==> config.mk <==
export PLATFORM = sky130hd
export DESIGN_NAME = soc_object_control
export DESIGN_NICKNAME = d
export VERILOG_FILES = /design/src/soc_pkg.sv /design/src/soc_object_control.sv
export VERILOG_INCLUDE_DIRS = /design/src
export SDC_FILE = /design/constraint.sdc
export NUM_CORES = 1
export LEC_CHECK = 0
export BUFFER_PORTS_ARGS = -buffer_cell sky130_fd_sc_hd__buf_2
export CORE_MARGIN = 2
export CORE_UTILIZATION = 50
export DETAILED_ROUTE_END_ITERATION = 10
export PLACE_DENSITY = 0.72
export SKIP_LAST_GASP = 1
export SLEW_MARGIN = 20
export SYNTH_ARGS = -nofsm -noshare
export SYNTH_HDL_FRONTEND = slang
export SYNTH_HIERARCHICAL = 1
export SYNTH_SLANG_ARGS = --single-unit
==> constraint.sdc <==
create_clock -name pclk -period 2.8 [get_ports pclk]
set_clock_uncertainty 0.1 [all_clocks]
set_input_delay 0.28 -clock pclk [delete_from_list [all_inputs] [get_ports pclk]]
set_output_delay 0.28 -clock pclk [all_outputs]
set_load 0.01 [all_outputs]
==> src/soc_map.svh <==
`ifndef SOC_MAP_SVH
`define SOC_MAP_SVH
`define SOC_OFS_CTRL 12'h000
`define SOC_OFS_TRAVERSE 12'h004
`define SOC_OFS_SYNC_WAIT 12'h008
`define SOC_OFS_CLOSE_PULSE 12'h00C
`define SOC_OFS_OPEN_PULSE 12'h010
`define SOC_OFS_TERM 12'h014
`define SOC_OFS_FINAL_TRIP 12'h018
`define SOC_OFS_STATUS 12'h01C
`define SOC_OFS_STATS_CTRL 12'h020
`define SOC_OFS_CNT_BASE 12'h024
`define SOC_CTRL_TYPE_LSB 0
`define SOC_CTRL_SYNC_BIT 2
`define SOC_CTRL_READY_LSB 3
`define SOC_CTRL_LEVEL_LSB 5
`define SOC_STATS_CLEAR_BIT 0
`define SOC_RST_CTRL 7'h41
`define SOC_STEP_MS 20
`define SOC_CLK_KHZ 40000
`define SOC_TICK_CYCLES (`SOC_CLK_KHZ * `SOC_STEP_MS)
`define SOC_RST_TRAVERSE 16'h000A
`define SOC_RST_SYNC_WAIT 16'h000A
`define SOC_RST_CLOSE_PULSE 16'h000A
`define SOC_RST_OPEN_PULSE 16'h000A
`define SOC_RST_TERM 16'h01F4
`define SOC_RST_FINAL_TRIP 16'h000A
`endif

==> src/soc_pkg.sv <==
package soc_pkg;
  typedef enum logic [1:0] {
    SOC_WITHDRAWABLE, SOC_BREAKER, SOC_SW_DISC, SOC_EARTH
  } soc_type_e;
  typedef enum logic [1:0] {
    SOC_POS_INTERMEDIATE, SOC_POS_OPEN, SOC_POS_CLOSED, SOC_POS_BAD
  } soc_pos_e;
  typedef enum logic [2:0] {
    SOC_CART_INTERMEDIATE, SOC_CART_OUT, SOC_CART_IN, SOC_CART_BAD, SOC_CART_NOT_USED
  } soc_cart_e;
  typedef enum logic [1:0] {
    SOC_READY_OFF, SOC_READY_HIGH, SOC_READY_LOW, SOC_READY_RSVD
  } soc_ready_e;
  typedef enum logic [1:0] {
    SOC_LVL_USER, SOC_LVL_OPERATOR, SOC_LVL_CONFIGURATOR, SOC_LVL_SUPER
  } soc_level_e;
  typedef enum logic [1:0] {
    SOC_ST_IDLE, SOC_ST_SYNC_WAIT, SOC_ST_OPENING, SOC_ST_CLOSING
  } soc_state_e;
  typedef struct packed {
    soc_level_e access_level;
    soc_ready_e ready_mode;
    logic use_sync;
    soc_type_e obj_type;
  } soc_cfg_s;
endpackage : soc_pkg

==> src/soc_object_control.sv <==
// Summary of operation
// - Two 32-bit counters hold failed open and failed close requests, refused or timed out.
// - Clear command zeroes all request counters, then the clear bit returns to zero.
// - Withdrawable breaker: cart and breaker position, control, ready, sync, interlocks.
// - Switching disconnector: position and open/close control only, no checks.
// - Earthing disconnector: position indication only, commands ignored.
// - Both position inputs active beyond traverse time reports bad.
// - Neither position input active beyond traverse time reports intermediate.
// - With sync in use, close waits for sync-ok, cancelled after sync timeout.
// - Close pulse limited to maximum length, ended early once closed.
// - Open pulse limited to maximum length, ended early once open.
// - No state change within termination timeout ends control, raises error event.
// - Final-trip output lasts configured length; zero length holds it while the position stays open.
// - Final trip only when no further automatic reclose is expected.
// - Panel commands accepted only at or above the selected access level.
// - Open and close taken from local, remote and application sources.
// - With sync in use, close without sync-ok goes to sync wait instead of closing.
// - Ready check allows close only when readiness matches selected polarity.
// - Two 32-bit counters hold successful open and close requests.
`timescale 1ns/1ps
`default_nettype none
`include "soc_map.svh"

module soc_pos_filter (
  input wire logic pclk,
  input wire logic presetn,
  input wire logic tick,
  input wire logic a,
  input wire logic b,
  input wire logic [15:0] limit,
  output logic [1:0] code
);
  logic [1:0] last;
  logic [15:0] cnt;

  always_ff @(posedge pclk or negedge presetn) begin
    if (!presetn) begin
      last <= 2'h0;
      cnt <= 16'h0000;
    end else if ({b, a} != last) begin
      last <= {b, a};
      cnt <= 16'h0000;
    end else if (tick && cnt != 16'hFFFF) begin
      cnt <= cnt + 16'h0001;
    end
  end

  // Undefined pairs are held until the traverse window has run out
  always_ff @(posedge pclk or negedge presetn) begin
    if (!presetn) begin
      code <= 2'h0;
    end else if (a != b) begin
      code <= {b, a};
    end else if (cnt >= limit && {b, a} == last) begin
      code <= {b, a};
    end
  end
endmodule : soc_pos_filter

module soc_object_control #(
  parameter int TICK_CYCLES = `SOC_TICK_CYCLES
) (
  input wire logic pclk,
  input wire logic presetn,
  input wire logic psel,
  input wire logic penable,
  input wire logic pwrite,
  input wire logic [11:0] paddr,
  input wire logic [31:0] pwdata,
  output logic [31:0] prdata,
  output logic pready,
  output logic pslverr,
  input wire logic open_status_in,
  input wire logic close_status_in,
  input wire logic cart_in_input,
  input wire logic cart_pulled_out_input,
  input wire logic ready_input,
  input wire logic sync_ok_input,
  input wire logic local_open,
  input wire logic local_close,
  input wire logic remote_open,
  input wire logic remote_close,
  input wire logic app_open,
  input wire logic app_close,
  input wire logic panel_diagram_open,
  input wire logic panel_diagram_close,
  input wire logic [1:0] panel_user_level,
  input wire logic open_interlock,
  input wire logic close_interlock,
  input wire logic reclose_expected,
  output logic open_command,
  output logic close_command,
  output logic final_trip,
  output logic ctrl_error_event
);
  localparam int TW = (TICK_CYCLES > 1) ? $clog2(TICK_CYCLES) : 1;

  generate
    if (TICK_CYCLES < 2) begin : g_bad_tick
      $error("TICK_CYCLES must be at least 2");
    end
  endgenerate

  soc_pkg::soc_cfg_s cfg;
  logic [15:0] traverse, sync_wait, close_pulse, open_pulse, term, ft_len;
  logic stats_clear;
  logic [31:0] counts [4];
  logic [3:0] evt;
  logic [9:0] pin_ff1, pin_ff2;
  logic [TW-1:0] tick_cnt;
  logic tick;
  logic [1:0] pos_code, cart_code;
  soc_pkg::soc_pos_e pos, pos_d;
  soc_pkg::soc_cart_e cart;
  soc_pkg::soc_state_e state;
  logic [15:0] op_ticks, ft_ticks;
  logic open_lvl, close_lvl, open_lvl_d, close_lvl_d;
  logic ft_hold;

  // Pins are asynchronous to pclk
  always_ff @(posedge pclk or negedge presetn) begin
    if (!presetn) begin
      pin_ff1 <= 10'h000;
      pin_ff2 <= 10'h000;
    end else begin
      pin_ff1 <= {remote_close, remote_open, local_close, local_open, sync_ok_input,
                  ready_input, cart_pulled_out_input, cart_in_input, close_status_in,
                  open_status_in};
      pin_ff2 <= pin_ff1;
    end
  end

  wire logic s_open = pin_ff2[0];
  wire logic s_close = pin_ff2[1];
  wire logic s_cart_in = pin_ff2[2];
  wire logic s_cart_out = pin_ff2[3];
  wire logic s_ready = pin_ff2[4];
  wire logic s_sync = pin_ff2[5];

  always_ff @(posedge pclk or negedge presetn) begin
    if (!presetn) begin
      tick_cnt <= '0;
      tick <= 1'b0;
    end else begin
      tick <= (tick_cnt == TW'(TICK_CYCLES - 1));
      tick_cnt <= (tick_cnt == TW'(TICK_CYCLES - 1)) ? '0 : tick_cnt + 1'b1;
    end
  end

  soc_pos_filter u_breaker_pos (
    .pclk(pclk),
    .presetn(presetn),
    .tick(tick),
    .a(s_open),
    .b(s_close),
    .limit(traverse),
    .code(pos_code)
  );

  soc_pos_filter u_cart_pos (
    .pclk(pclk),
    .presetn(presetn),
    .tick(tick),
    .a(s_cart_out),
    .b(s_cart_in),
    .limit(traverse),
    .code(cart_code)
  );

  wire logic is_cb = (cfg.obj_type == soc_pkg::SOC_WITHDRAWABLE) ||
                     (cfg.obj_type == soc_pkg::SOC_BREAKER);
  wire logic can_ctrl = (cfg.obj_type != soc_pkg::SOC_EARTH);
  wire logic sync_used = is_cb && cfg.use_sync;
  wire logic ready_ok = !is_cb || (cfg.ready_mode == soc_pkg::SOC_READY_OFF) ||
                        (cfg.ready_mode == soc_pkg::SOC_READY_RSVD) ||
                        (cfg.ready_mode == soc_pkg::SOC_READY_HIGH && s_ready) ||
                        (cfg.ready_mode == soc_pkg::SOC_READY_LOW && !s_ready);
  wire logic panel_ok = (panel_user_level >= cfg.access_level);

  assign pos = soc_pkg::soc_pos_e'(pos_code);
  assign cart = (cfg.obj_type == soc_pkg::SOC_WITHDRAWABLE) ?
                soc_pkg::soc_cart_e'({1'b0, cart_code}) : soc_pkg::SOC_CART_NOT_USED;

  always_comb begin
    open_lvl = pin_ff2[6] | pin_ff2[8] | app_open | (panel_diagram_open & panel_ok);
    close_lvl = pin_ff2[7] | pin_ff2[9] | app_close | (panel_diagram_close & panel_ok);
  end

  always_ff @(posedge pclk or negedge presetn) begin
    if (!presetn) begin
      open_lvl_d <= 1'b0;
      close_lvl_d <= 1'b0;
    end else begin
      open_lvl_d <= open_lvl;
      close_lvl_d <= close_lvl;
    end
  end

  wire logic open_edge = open_lvl && !open_lvl_d;
  wire logic close_edge = close_lvl && !close_lvl_d;

  // Event bits: 0 open ok, 1 close ok, 2 open failed, 3 close failed
  always_ff @(posedge pclk or negedge presetn) begin
    if (!presetn) begin
      state <= soc_pkg::SOC_ST_IDLE;
      op_ticks <= 16'h0000;
      evt <= 4'h0;
      ctrl_error_event <= 1'b0;
    end else begin
      evt <= 4'h0;
      ctrl_error_event <= 1'b0;
      if (tick && op_ticks != 16'hFFFF) begin
        op_ticks <= op_ticks + 16'h0001;
      end
      case (state)
        soc_pkg::SOC_ST_IDLE: begin
          op_ticks <= 16'h0000;
          if (open_edge && can_ctrl) begin
            if (is_cb && open_interlock) begin
              evt[2] <= 1'b1;
            end else begin
              state <= soc_pkg::SOC_ST_OPENING;
            end
          end else if (close_edge && can_ctrl) begin
            if ((is_cb && close_interlock) || !ready_ok) begin
              evt[3] <= 1'b1;
            end else if (sync_used && !s_sync) begin
              state <= soc_pkg::SOC_ST_SYNC_WAIT;
            end else begin
              state <= soc_pkg::SOC_ST_CLOSING;
            end
          end
        end
        soc_pkg::SOC_ST_SYNC_WAIT: begin
          if (s_sync) begin
            state <= soc_pkg::SOC_ST_CLOSING;
            op_ticks <= 16'h0000;
          end else if (op_ticks >= sync_wait) begin
            state <= soc_pkg::SOC_ST_IDLE;
            evt[3] <= 1'b1;
          end
        end
        soc_pkg::SOC_ST_OPENING: begin
          if (pos == soc_pkg::SOC_POS_OPEN) begin
            state <= soc_pkg::SOC_ST_IDLE;
            evt[0] <= 1'b1;
          end else if (op_ticks >= term) begin
            state <= soc_pkg::SOC_ST_IDLE;
            evt[2] <= 1'b1;
            ctrl_error_event <= 1'b1;
          end
        end
        soc_pkg::SOC_ST_CLOSING: begin
          if (pos == soc_pkg::SOC_POS_CLOSED) begin
            state <= soc_pkg::SOC_ST_IDLE;
            evt[1] <= 1'b1;
          end else if (op_ticks >= term) begin
            state <= soc_pkg::SOC_ST_IDLE;
            evt[3] <= 1'b1;
            ctrl_error_event <= 1'b1;
          end
        end
        default: begin
          state <= soc_pkg::SOC_ST_IDLE;
        end
      endcase
    end
  end

  always_ff @(posedge pclk or negedge presetn) begin
    if (!presetn) begin
      open_command <= 1'b0;
      close_command <= 1'b0;
    end else begin
      open_command <= (state == soc_pkg::SOC_ST_OPENING) && (pos != soc_pkg::SOC_POS_OPEN) &&
                      (op_ticks < open_pulse);
      close_command <= (state == soc_pkg::SOC_ST_CLOSING) && (pos != soc_pkg::SOC_POS_CLOSED) &&
                       (op_ticks < close_pulse);
    end
  end

  // Any closed-to-open transition with no reclose expected counts as a trip, including protection trips
  always_ff @(posedge pclk or negedge presetn) begin
    if (!presetn) begin
      pos_d <= soc_pkg::SOC_POS_INTERMEDIATE;
      ft_ticks <= 16'h0000;
      ft_hold <= 1'b0;
      final_trip <= 1'b0;
    end else begin
      pos_d <= pos;
      if (pos == soc_pkg::SOC_POS_OPEN && pos_d == soc_pkg::SOC_POS_CLOSED &&
          !reclose_expected) begin
        ft_hold <= 1'b1;
        ft_ticks <= 16'h0000;
      end else if (ft_hold) begin
        if (tick && ft_ticks != 16'hFFFF) begin
          ft_ticks <= ft_ticks + 16'h0001;
        end
        if (ft_len == 16'h0000) begin
          ft_hold <= (pos == soc_pkg::SOC_POS_OPEN);
        end else if (ft_ticks >= ft_len) begin
          ft_hold <= 1'b0;
        end
      end
      final_trip <= ft_hold;
    end
  end

  genvar gi;
  generate
    for (gi = 0; gi < 4; gi++) begin : g_cnt
      always_ff @(posedge pclk or negedge presetn) begin
        if (!presetn) begin
          counts[gi] <= 32'h00000000;
        end else if (stats_clear) begin
          counts[gi] <= 32'h00000000;
        end else if (evt[gi] && counts[gi] != 32'hFFFFFFFF) begin
          counts[gi] <= counts[gi] + 32'h00000001;
        end
      end
    end
  endgenerate

  wire logic wr_en = psel && penable && pready && pwrite;
  wire logic setup = psel && !penable;

  always_ff @(posedge pclk or negedge presetn) begin
    if (!presetn) begin
      cfg <= soc_pkg::soc_cfg_s'(`SOC_RST_CTRL);
      traverse <= `SOC_RST_TRAVERSE;
      sync_wait <= `SOC_RST_SYNC_WAIT;
      close_pulse <= `SOC_RST_CLOSE_PULSE;
      open_pulse <= `SOC_RST_OPEN_PULSE;
      term <= `SOC_RST_TERM;
      ft_len <= `SOC_RST_FINAL_TRIP;
      stats_clear <= 1'b0;
    end else begin
      // Counters clear in one cycle, so the command drops right after
      stats_clear <= 1'b0;
      if (wr_en) begin
        case (paddr)
          `SOC_OFS_CTRL: cfg <= soc_pkg::soc_cfg_s'(pwdata[6:0]);
          `SOC_OFS_TRAVERSE: traverse <= pwdata[15:0];
          `SOC_OFS_SYNC_WAIT: sync_wait <= pwdata[15:0];
          `SOC_OFS_CLOSE_PULSE: close_pulse <= pwdata[15:0];
          `SOC_OFS_OPEN_PULSE: open_pulse <= pwdata[15:0];
          `SOC_OFS_TERM: term <= pwdata[15:0];
          `SOC_OFS_FINAL_TRIP: ft_len <= pwdata[15:0];
          `SOC_OFS_STATS_CTRL: stats_clear <= pwdata[`SOC_STATS_CLEAR_BIT];
          default: stats_clear <= 1'b0;
        endcase
      end
    end
  end

  always_ff @(posedge pclk or negedge presetn) begin
    if (!presetn) begin
      prdata <= 32'h00000000;
      pready <= 1'b0;
      pslverr <= 1'b0;
    end else begin
      pready <= setup;
      pslverr <= 1'b0;
      prdata <= 32'h00000000;
      if (setup) begin
        case (paddr)
          `SOC_OFS_CTRL: prdata <= {25'h0, cfg};
          `SOC_OFS_TRAVERSE: prdata <= {16'h0, traverse};
          `SOC_OFS_SYNC_WAIT: prdata <= {16'h0, sync_wait};
          `SOC_OFS_CLOSE_PULSE: prdata <= {16'h0, close_pulse};
          `SOC_OFS_OPEN_PULSE: prdata <= {16'h0, open_pulse};
          `SOC_OFS_TERM: prdata <= {16'h0, term};
          `SOC_OFS_FINAL_TRIP: prdata <= {16'h0, ft_len};
          `SOC_OFS_STATUS: prdata <= {23'h0, state, s_sync, ready_ok, cart, pos};
          `SOC_OFS_STATS_CTRL: prdata <= {31'h0, stats_clear};
          `SOC_OFS_CNT_BASE: prdata <= counts[0];
          `SOC_OFS_CNT_BASE + 12'h004: prdata <= counts[1];
          `SOC_OFS_CNT_BASE + 12'h008: prdata <= counts[2];
          `SOC_OFS_CNT_BASE + 12'h00C: prdata <= counts[3];
          default: pslverr <= 1'b1;
        endcase
      end
    end
  end
endmodule : soc_object_control
`default_nettype wire

==> results of run 1 <==
## timing repair
item,4_1_cts,5_1_grt
hold endpoints to repair,396,0
endpoints found under the setup margin,0,3
buffers inserted,0,0
resized for setup,0,1
hold buffers,33,0
## stage by stage
stage	worst slack, ns	util (%)
finish	0.216	59.0
global route	0.0676	59.0
CTS	0.125	59.0
detailed placement	0.192	54.4
global placement	0.235	54.4
floorplan	0.315	-
## synth_stat cells (5+ instances only)
cell	number	area (µm²)
a211oi_1	15	113
a21o_1	18	135
a21oi_1	107	536
a221oi_1	8	70.1
a222oi_1	20	200
a22oi_1	28	210
a31oi_1	14	87.6
a32oi_1	5	43.8
and2_1	16	100
and3_1	32	200
and4_1	38	333
buf_2	10	50.1
clkbuf_1	76	285
dfrtp_1	376	9410
dfstp_2	18	473
ha_1	121	1510
inv_1	134	503
mux2_2	32	360
mux2i_1	36	360
nand2_1	211	792
nand2b_1	21	131
nand3_1	75	375
nand4_1	67	419
nor2_1	247	927
nor2b_1	11	68.8
nor3_1	50	250
nor4_1	20	125
o2111ai_1	6	52.6
o211ai_1	15	113
o21ai_0	146	731
o221ai_1	5	43.8
o22ai_1	7	43.8
or2_2	5	31.3
or3_1	24	150
or4_1	7	52.6
xnor2_1	76	666
xor2_1	93	815
## worst min-delay path, cell delays in order
cell and delay, ns:
buf_2 0.10, nor4b_2 0.04, buf_4 0.19, nor2_1 0.11
## cell families (layout without fill, tap and decap cells)
kind of cell	Yosys count	count (layout)
adder cells (fa/ha/maj)	121	121
buffers and inverters	223	428
AND/OR/NAND/NOR	869	869
multiplexers	71	71
flip-flops	394	394
XOR/XNOR	169	169
AO/OA/AOI/OAI	452	452
other	0	1
## where the power goes
group | internal [µW] | switching, µW | leakage [µW]
combinational | 506 | 723 | 0.00587
sequential | 5950 | 361 | 0.00498
clock | 3980 | 2430 | 0.000796
## final cells by class
class / count / area (µm²) / share of cell area (%)
tap: 585 / 732 / 2.87
clock buffer: 59 / 1290 / 5.07
antenna: 1 / 2.50 / 0.00983
timing repair buffer: 212 / 1520 / 5.99
multi-input combinational: 1682 / 11200 / 43.9
sequential: 394 / 9890 / 38.8
inverter: 134 / 503 / 1.98
clock inverter: 23 / 337 / 1.32
## per-layer routing
| metal | routed length (µm) | vias to the layer above | GRT usage (%) |
|---|---|---|---|
| li1 | - | 8577 | - |
| met1 | 28000 | 9076 | 40.1 |
| met2 | 30000 | 711 | 46.6 |
| met3 | 5050 | 181 | 6.05 |
| met4 | 3140 | 6 | 13.7 |
| met5 | 39 | - | 0 |
## registers in the layout, summed over array words and instances (netlist names), 16 cells and up
name / cells
ft_ticks: 16
sync_wait: 16
u_cart_pos/cnt: 16
counts: 128
traverse: 16
op_ticks: 16
u_breaker_pos/cnt: 16
prdata: 32
open_pulse: 16
close_pulse: 16
tick_cnt: 20
ft_len: 16
term: 16
## worst paths after layout
check,from,to,slack (ns),depth (start not counted)
setup / recovery,evt[3],counts[27],0.22,6
hold / removal,reclose_expected,ft_ticks[5],0.07,4
max in group asynchronous,presetn,ft_len[1],1.65,3
min in group asynchronous,presetn,counts[58],0.12,2
setup reg to reg,evt[3],counts[27],0.22,6
hold reg to reg,pin_ff1[5],pin_ff2[5],0.25,0
==> impl_metrics.ini, run 1 <==
[global_routing]
grt_antenna_before_repair = 3
grt_pass1_wl_um = 104000
grt_overflow_total = 0
grt_total_usage_pct = 29.8
grt_start_max_net_pins = 85
grt_pass1_vias = 18200

[synth]
yosys.area_share.xor_xnor_pct = 6.77
synth-simple-area-share_pct = 20.1
mappedNetlistNets = 2488
synthArstFlopShare_pct = 100
syn_inst = 2299
muxShareOfSynthArea_pct = 3.60
postSynthAreaPerCell_um2 = 9.51
ys_ff_latch = 394
synth_compound_gate_area_share_pct = 13.5
combinational_family_with_the_most_area_after_synthesis = simple AND/OR/NAND/NOR gates
yosysWarnings = 6
mappedNetlistArea_um2 = 21900
synth_fa_ha_area_share_pct = 6.92
synth-seq-area-share_pct = 45.2
yosys.cell_types.count = 89
synth_enable_flop_cells = 0
ys_dominant_reg_cell = dfrtp_1

[placed_design]
placement.io_buffers = 89
placed_cell_area_um2 = 23500
dp_cells = 2974
dp.final_hpwl_um = 48900
globalplace.congestion = 1.01

[detailed_routing]
route.antenna.remaining_nets = 0
num_vias = 18600
routed_wl_um = 66300
drt_drc_violations_left = 0
vias_per_cell = 6.00
drt-initial-drc-count = 1949
routed_wire_per_std_cell_um = 21.4
drt_pre_antenna_iters = 8

[worst_setup_path]
worst-endpoint-arrival_ns = 2.90
worst_path_max_delay_cell = or4_1
worst_setup_path_start_kind = flop
critPathKind = reg -> reg
path_buf_inv = 0
critical_path.cell_chain = nand2_1, or4_1, nor4_4, nand4_1, xor2_1, nor2_1
worst-path-max-fanout = 10
worst-endpoint-required_ns = 3.12
worst_path_largest_cell_delay_ns = 0.69
timing.critical_path.max_delay_family = simple AND/OR/NAND/NOR gates
setup.worst_path.end_class = flop

[clocking]
number_of_buffers_between_clock_root_and_the_deepest_sink = 3
h-tree-depth = 2
clock_sink_count = 394
cts.reportedPaths.clkPinSlew_ns = 0.06
worst_skew_pair.late_latency_ns = 0.59
cts.root.buffer_cell = clkbuf_16
cts_tree = built
cts_made_buffers = 45

[layout]
drive_above_1_share_pct = 14.4
most-common-layout-cells = 375 x dfrtp_1, 247 x nor2_1, 211 x nand2_1
post_layout_nets = 2658
most_common_cell_after_layout_fill_and_taps_aside = dfrtp_1
post_route_cell_area_um2 = 25500
fillers = 3669
area_growth_pct = 16.4
layoutNonFillerInstCount = 3090

[die]
floorplan.initialDensity_pct = 50.7
die_width_um = 213
row_count = 76
dieArea_um2 = 45400
fp.dieH_um = 213
placeableCoreArea_um2 = 43200
pin_count = 106

[sta]
grt_setup_unrepaired = false
timing_max_transition_violations_final = 0
finalHoldViolCount = 0
fin_crit_sh_pct = 92.3
timing_worst_slew_pin_value_ns = 0.731
min_period_ns = 2.58
total_of_endpoints_with_negative_setup_slack_in_the_final_report = 0
timing.fmax_mhz = 387
tns_ns = 0
timing.hold.ws_ns = 0.0744
max_slew_margin_pct = 51.2

[power_and_ir_drop]
cellPowerDensity_nw_per_um2 = 548
irDropWorstVdd_mv = 0.491
leakagePower_uw = 0.0116
finalPower_uw = 14000

[run_status]
result_of_the_run = completed

[worst_hold_path]
worst_hold_path_type = in -> reg

[flow_run]
max_cap_viol_count = 0
Power figures use the tool's default switching activity.
==> run 2: changes to the inputs <==
Settings changed: CTS_BUF_LIST set to sky130_fd_sc_hd__clkbuf_2.
==> impl_metrics.ini, run 2 (synthesis gave the netlist of run 1 again) <==
[run_status]
result_of_the_run = completed

[worst_setup_path]
reg2reg_depth = 6
worst_r2r_src = pready
worst_setup_path_start_kind = input port
setup.worst_path.end_class = flop
worst-path-max-fanout = 22
worst_setup_path_startpoint = paddr[5]
worst-endpoint-arrival_ns = 3.69
critPathKind = in -> reg
reg2reg_setup_slack_ns = 0.17
r2r_end = cfg[5]
worst-endpoint-required_ns = 3.73

[layout]
largest_registers = counts x128, prdata x32, tick_cnt x20
max_ffs_per_register = 128
most_common_cell_after_layout_fill_and_taps_aside = dfrtp_1
finalCoreUtilization_pct = 59.0
most-common-layout-cells = 374 x dfrtp_1, 247 x nor2_1, 211 x nand2_1
post_layout_nets = 2788
drive_above_1_share_pct = 17.2
area_growth_pct = 16.5
register_containing_the_most_flip_flops_in_the_final_layout = counts

[placed_design]
placement.io_buffers = 89
dp.final_hpwl_um = 48900
globalplace.congestion = 1.01

[detailed_routing]
route.antenna.remaining_nets = 0
drt-initial-drc-count = 2088
drt_drc_violations_left = 0
routed_wl_um = 68500
routed_wire_per_std_cell_um = 21.0
vias_per_cell = 5.91
num_vias = 19300
drt_pre_antenna_iters = 6

[global_routing]
grt_pass1_wl_um = 107000
grt_total_usage_pct = 30.9
grt_antenna_before_repair = 6
grt_start_max_net_pins = 85
grt_pass1_vias = 19000
grt_overflow_total = 0

[die]
floorplan.initialDensity_pct = 50.7
fp.dieH_um = 213
dieArea_um2 = 45400
row_count = 76
placeableCoreArea_um2 = 43200
die_width_um = 213
pin_count = 106

[clocking]
cts_made_buffers = 105
number_of_buffers_between_clock_root_and_the_deepest_sink = 3
worst_skew_pair.late_latency_ns = 1.13
cts.reportedPaths.clkPinSlew_ns = 0.09
h-tree-depth = 3
post_cts.repair.setup_buffers = 0
cts_tree = built
clock_sink_count = 394
cts.root.buffer_cell = clkbuf_2

[power_and_ir_drop]
finalPower_uw = 11600
cellPowerDensity_nw_per_um2 = 457
irDropWorstVdd_mv = 0.371
leakagePower_uw = 0.0119

[sta]
timing_worst_slew_pin_value_ns = 0.870
max_slew_margin_pct = 42.0
min_period_ns = 2.77
fin_crit_sh_pct = 98.8
finalHoldViolCount = 0
timing.fmax_mhz = 361
grt_setup_unrepaired = false
timing_max_transition_violations_final = 0
tns_ns = 0
total_of_endpoints_with_negative_setup_slack_in_the_final_report = 0

[worst_hold_path]
worst_hold_path_type = in -> reg
timing.hold.worst_path_depth = 7
worst_hold_startpoint = panel_user_level[1]
hold_ep = state[0]

[flow_run]
max_cap_viol_count = 0
run 2: cell count changes in the layout (fill, tap and decap cells not counted), moves of 2 or more:
cell / before / now
bufinv_16: 8 / 0
diode_2: 1 / 4
clkinv_2: 10 / 2
clkbuf_2: 0 / 171
clkbuf_1: 4 / 0
inv_2: 0 / 2
clkinvlp_4: 4 / 0
clkbuf_16: 46 / 0
dlygate4sd3_1: 33 / 101
clkbuf_8: 9 / 0
clkinv_1: 0 / 12
run 2: how the worst max path moves through the flow:
stage	endpoint	slack, ns	depth (start not counted)
2_1_floorplan	state[1]	0.31	7
4_1_cts	close_pulse[14]	0.05	9
3_3_place_gp	state[1]	0.24	7
5_1_grt	sync_wait[3]	0.03	11
3_5_place_dp	counts[27]	0.19	6
6_report	sync_wait[3]	0.03	11
run 2: area by class of cell:
cell class / instances / area (µm²)
inverters: 134 / 503
fillers: 3730 / 17700
diodes: 4 / 10.0
clock inverters: 16 / 62.6
repair buffers: 282 / 2240
well taps: 585 / 732
multi-input cells: 1682 / 11200
clock buffers: 171 / 856
flip-flops and latches: 394 / 9890
run 2: through the flow:
step / hold WS, ns / area (µm²) / std cells / worst slack [ns]
finish: 0.0812 / 25500 / 3268 / 0.0330
global route: 0.0673 / 25500 / 3266 / 0.0309
CTS: 0.0149 / 25500 / 3264 / 0.0453
detailed placement: 0.124 / 23500 / 2974 / 0.192
global placement: 0.128 / 23500 / 2974 / 0.235
floorplan: -0.116 / 21900 / 2299 / 0.315
run 2: what timing repair did:
action                     4_1_cts  5_1_grt
setup endpoints to repair        0       15
hold endpoints to repair       565        0
gates resized for setup          0        2
hold buffers                   103        0
run 2: worst max-delay path, cell delays in order:
cell           delay (ns)
dlygate4sd3_1        0.56
buf_2                0.13
buf_4                0.22
nor4_2               0.47
nand2_1              0.28
nor3_2               0.31
buf_4                0.18
nand2_1              0.06
dlygate4sd3_1        0.58
o21ai_0              0.06
dlygate4sd3_1        0.56
run 2: power breakdown:
part / leakage [µW] / internal, µW / switching (µW)
Sequential: 0.00498 / 5940 / 361
Combinational: 0.00617 / 562 / 742
Clock: 0.000745 / 1580 / 2460
Total: 0.0119 / 8080 / 3560
run 2: metal layers:
metal	vias up	GRT usage (%)	wire [µm]	share of wire, %
met5	-	0	36	0.053
met4	6	15.0	3270	4.8
met3	199	8.91	6070	8.9
met2	808	47.8	30900	45
met1	9392	40.0	28300	41
li1	8913	-	-	-
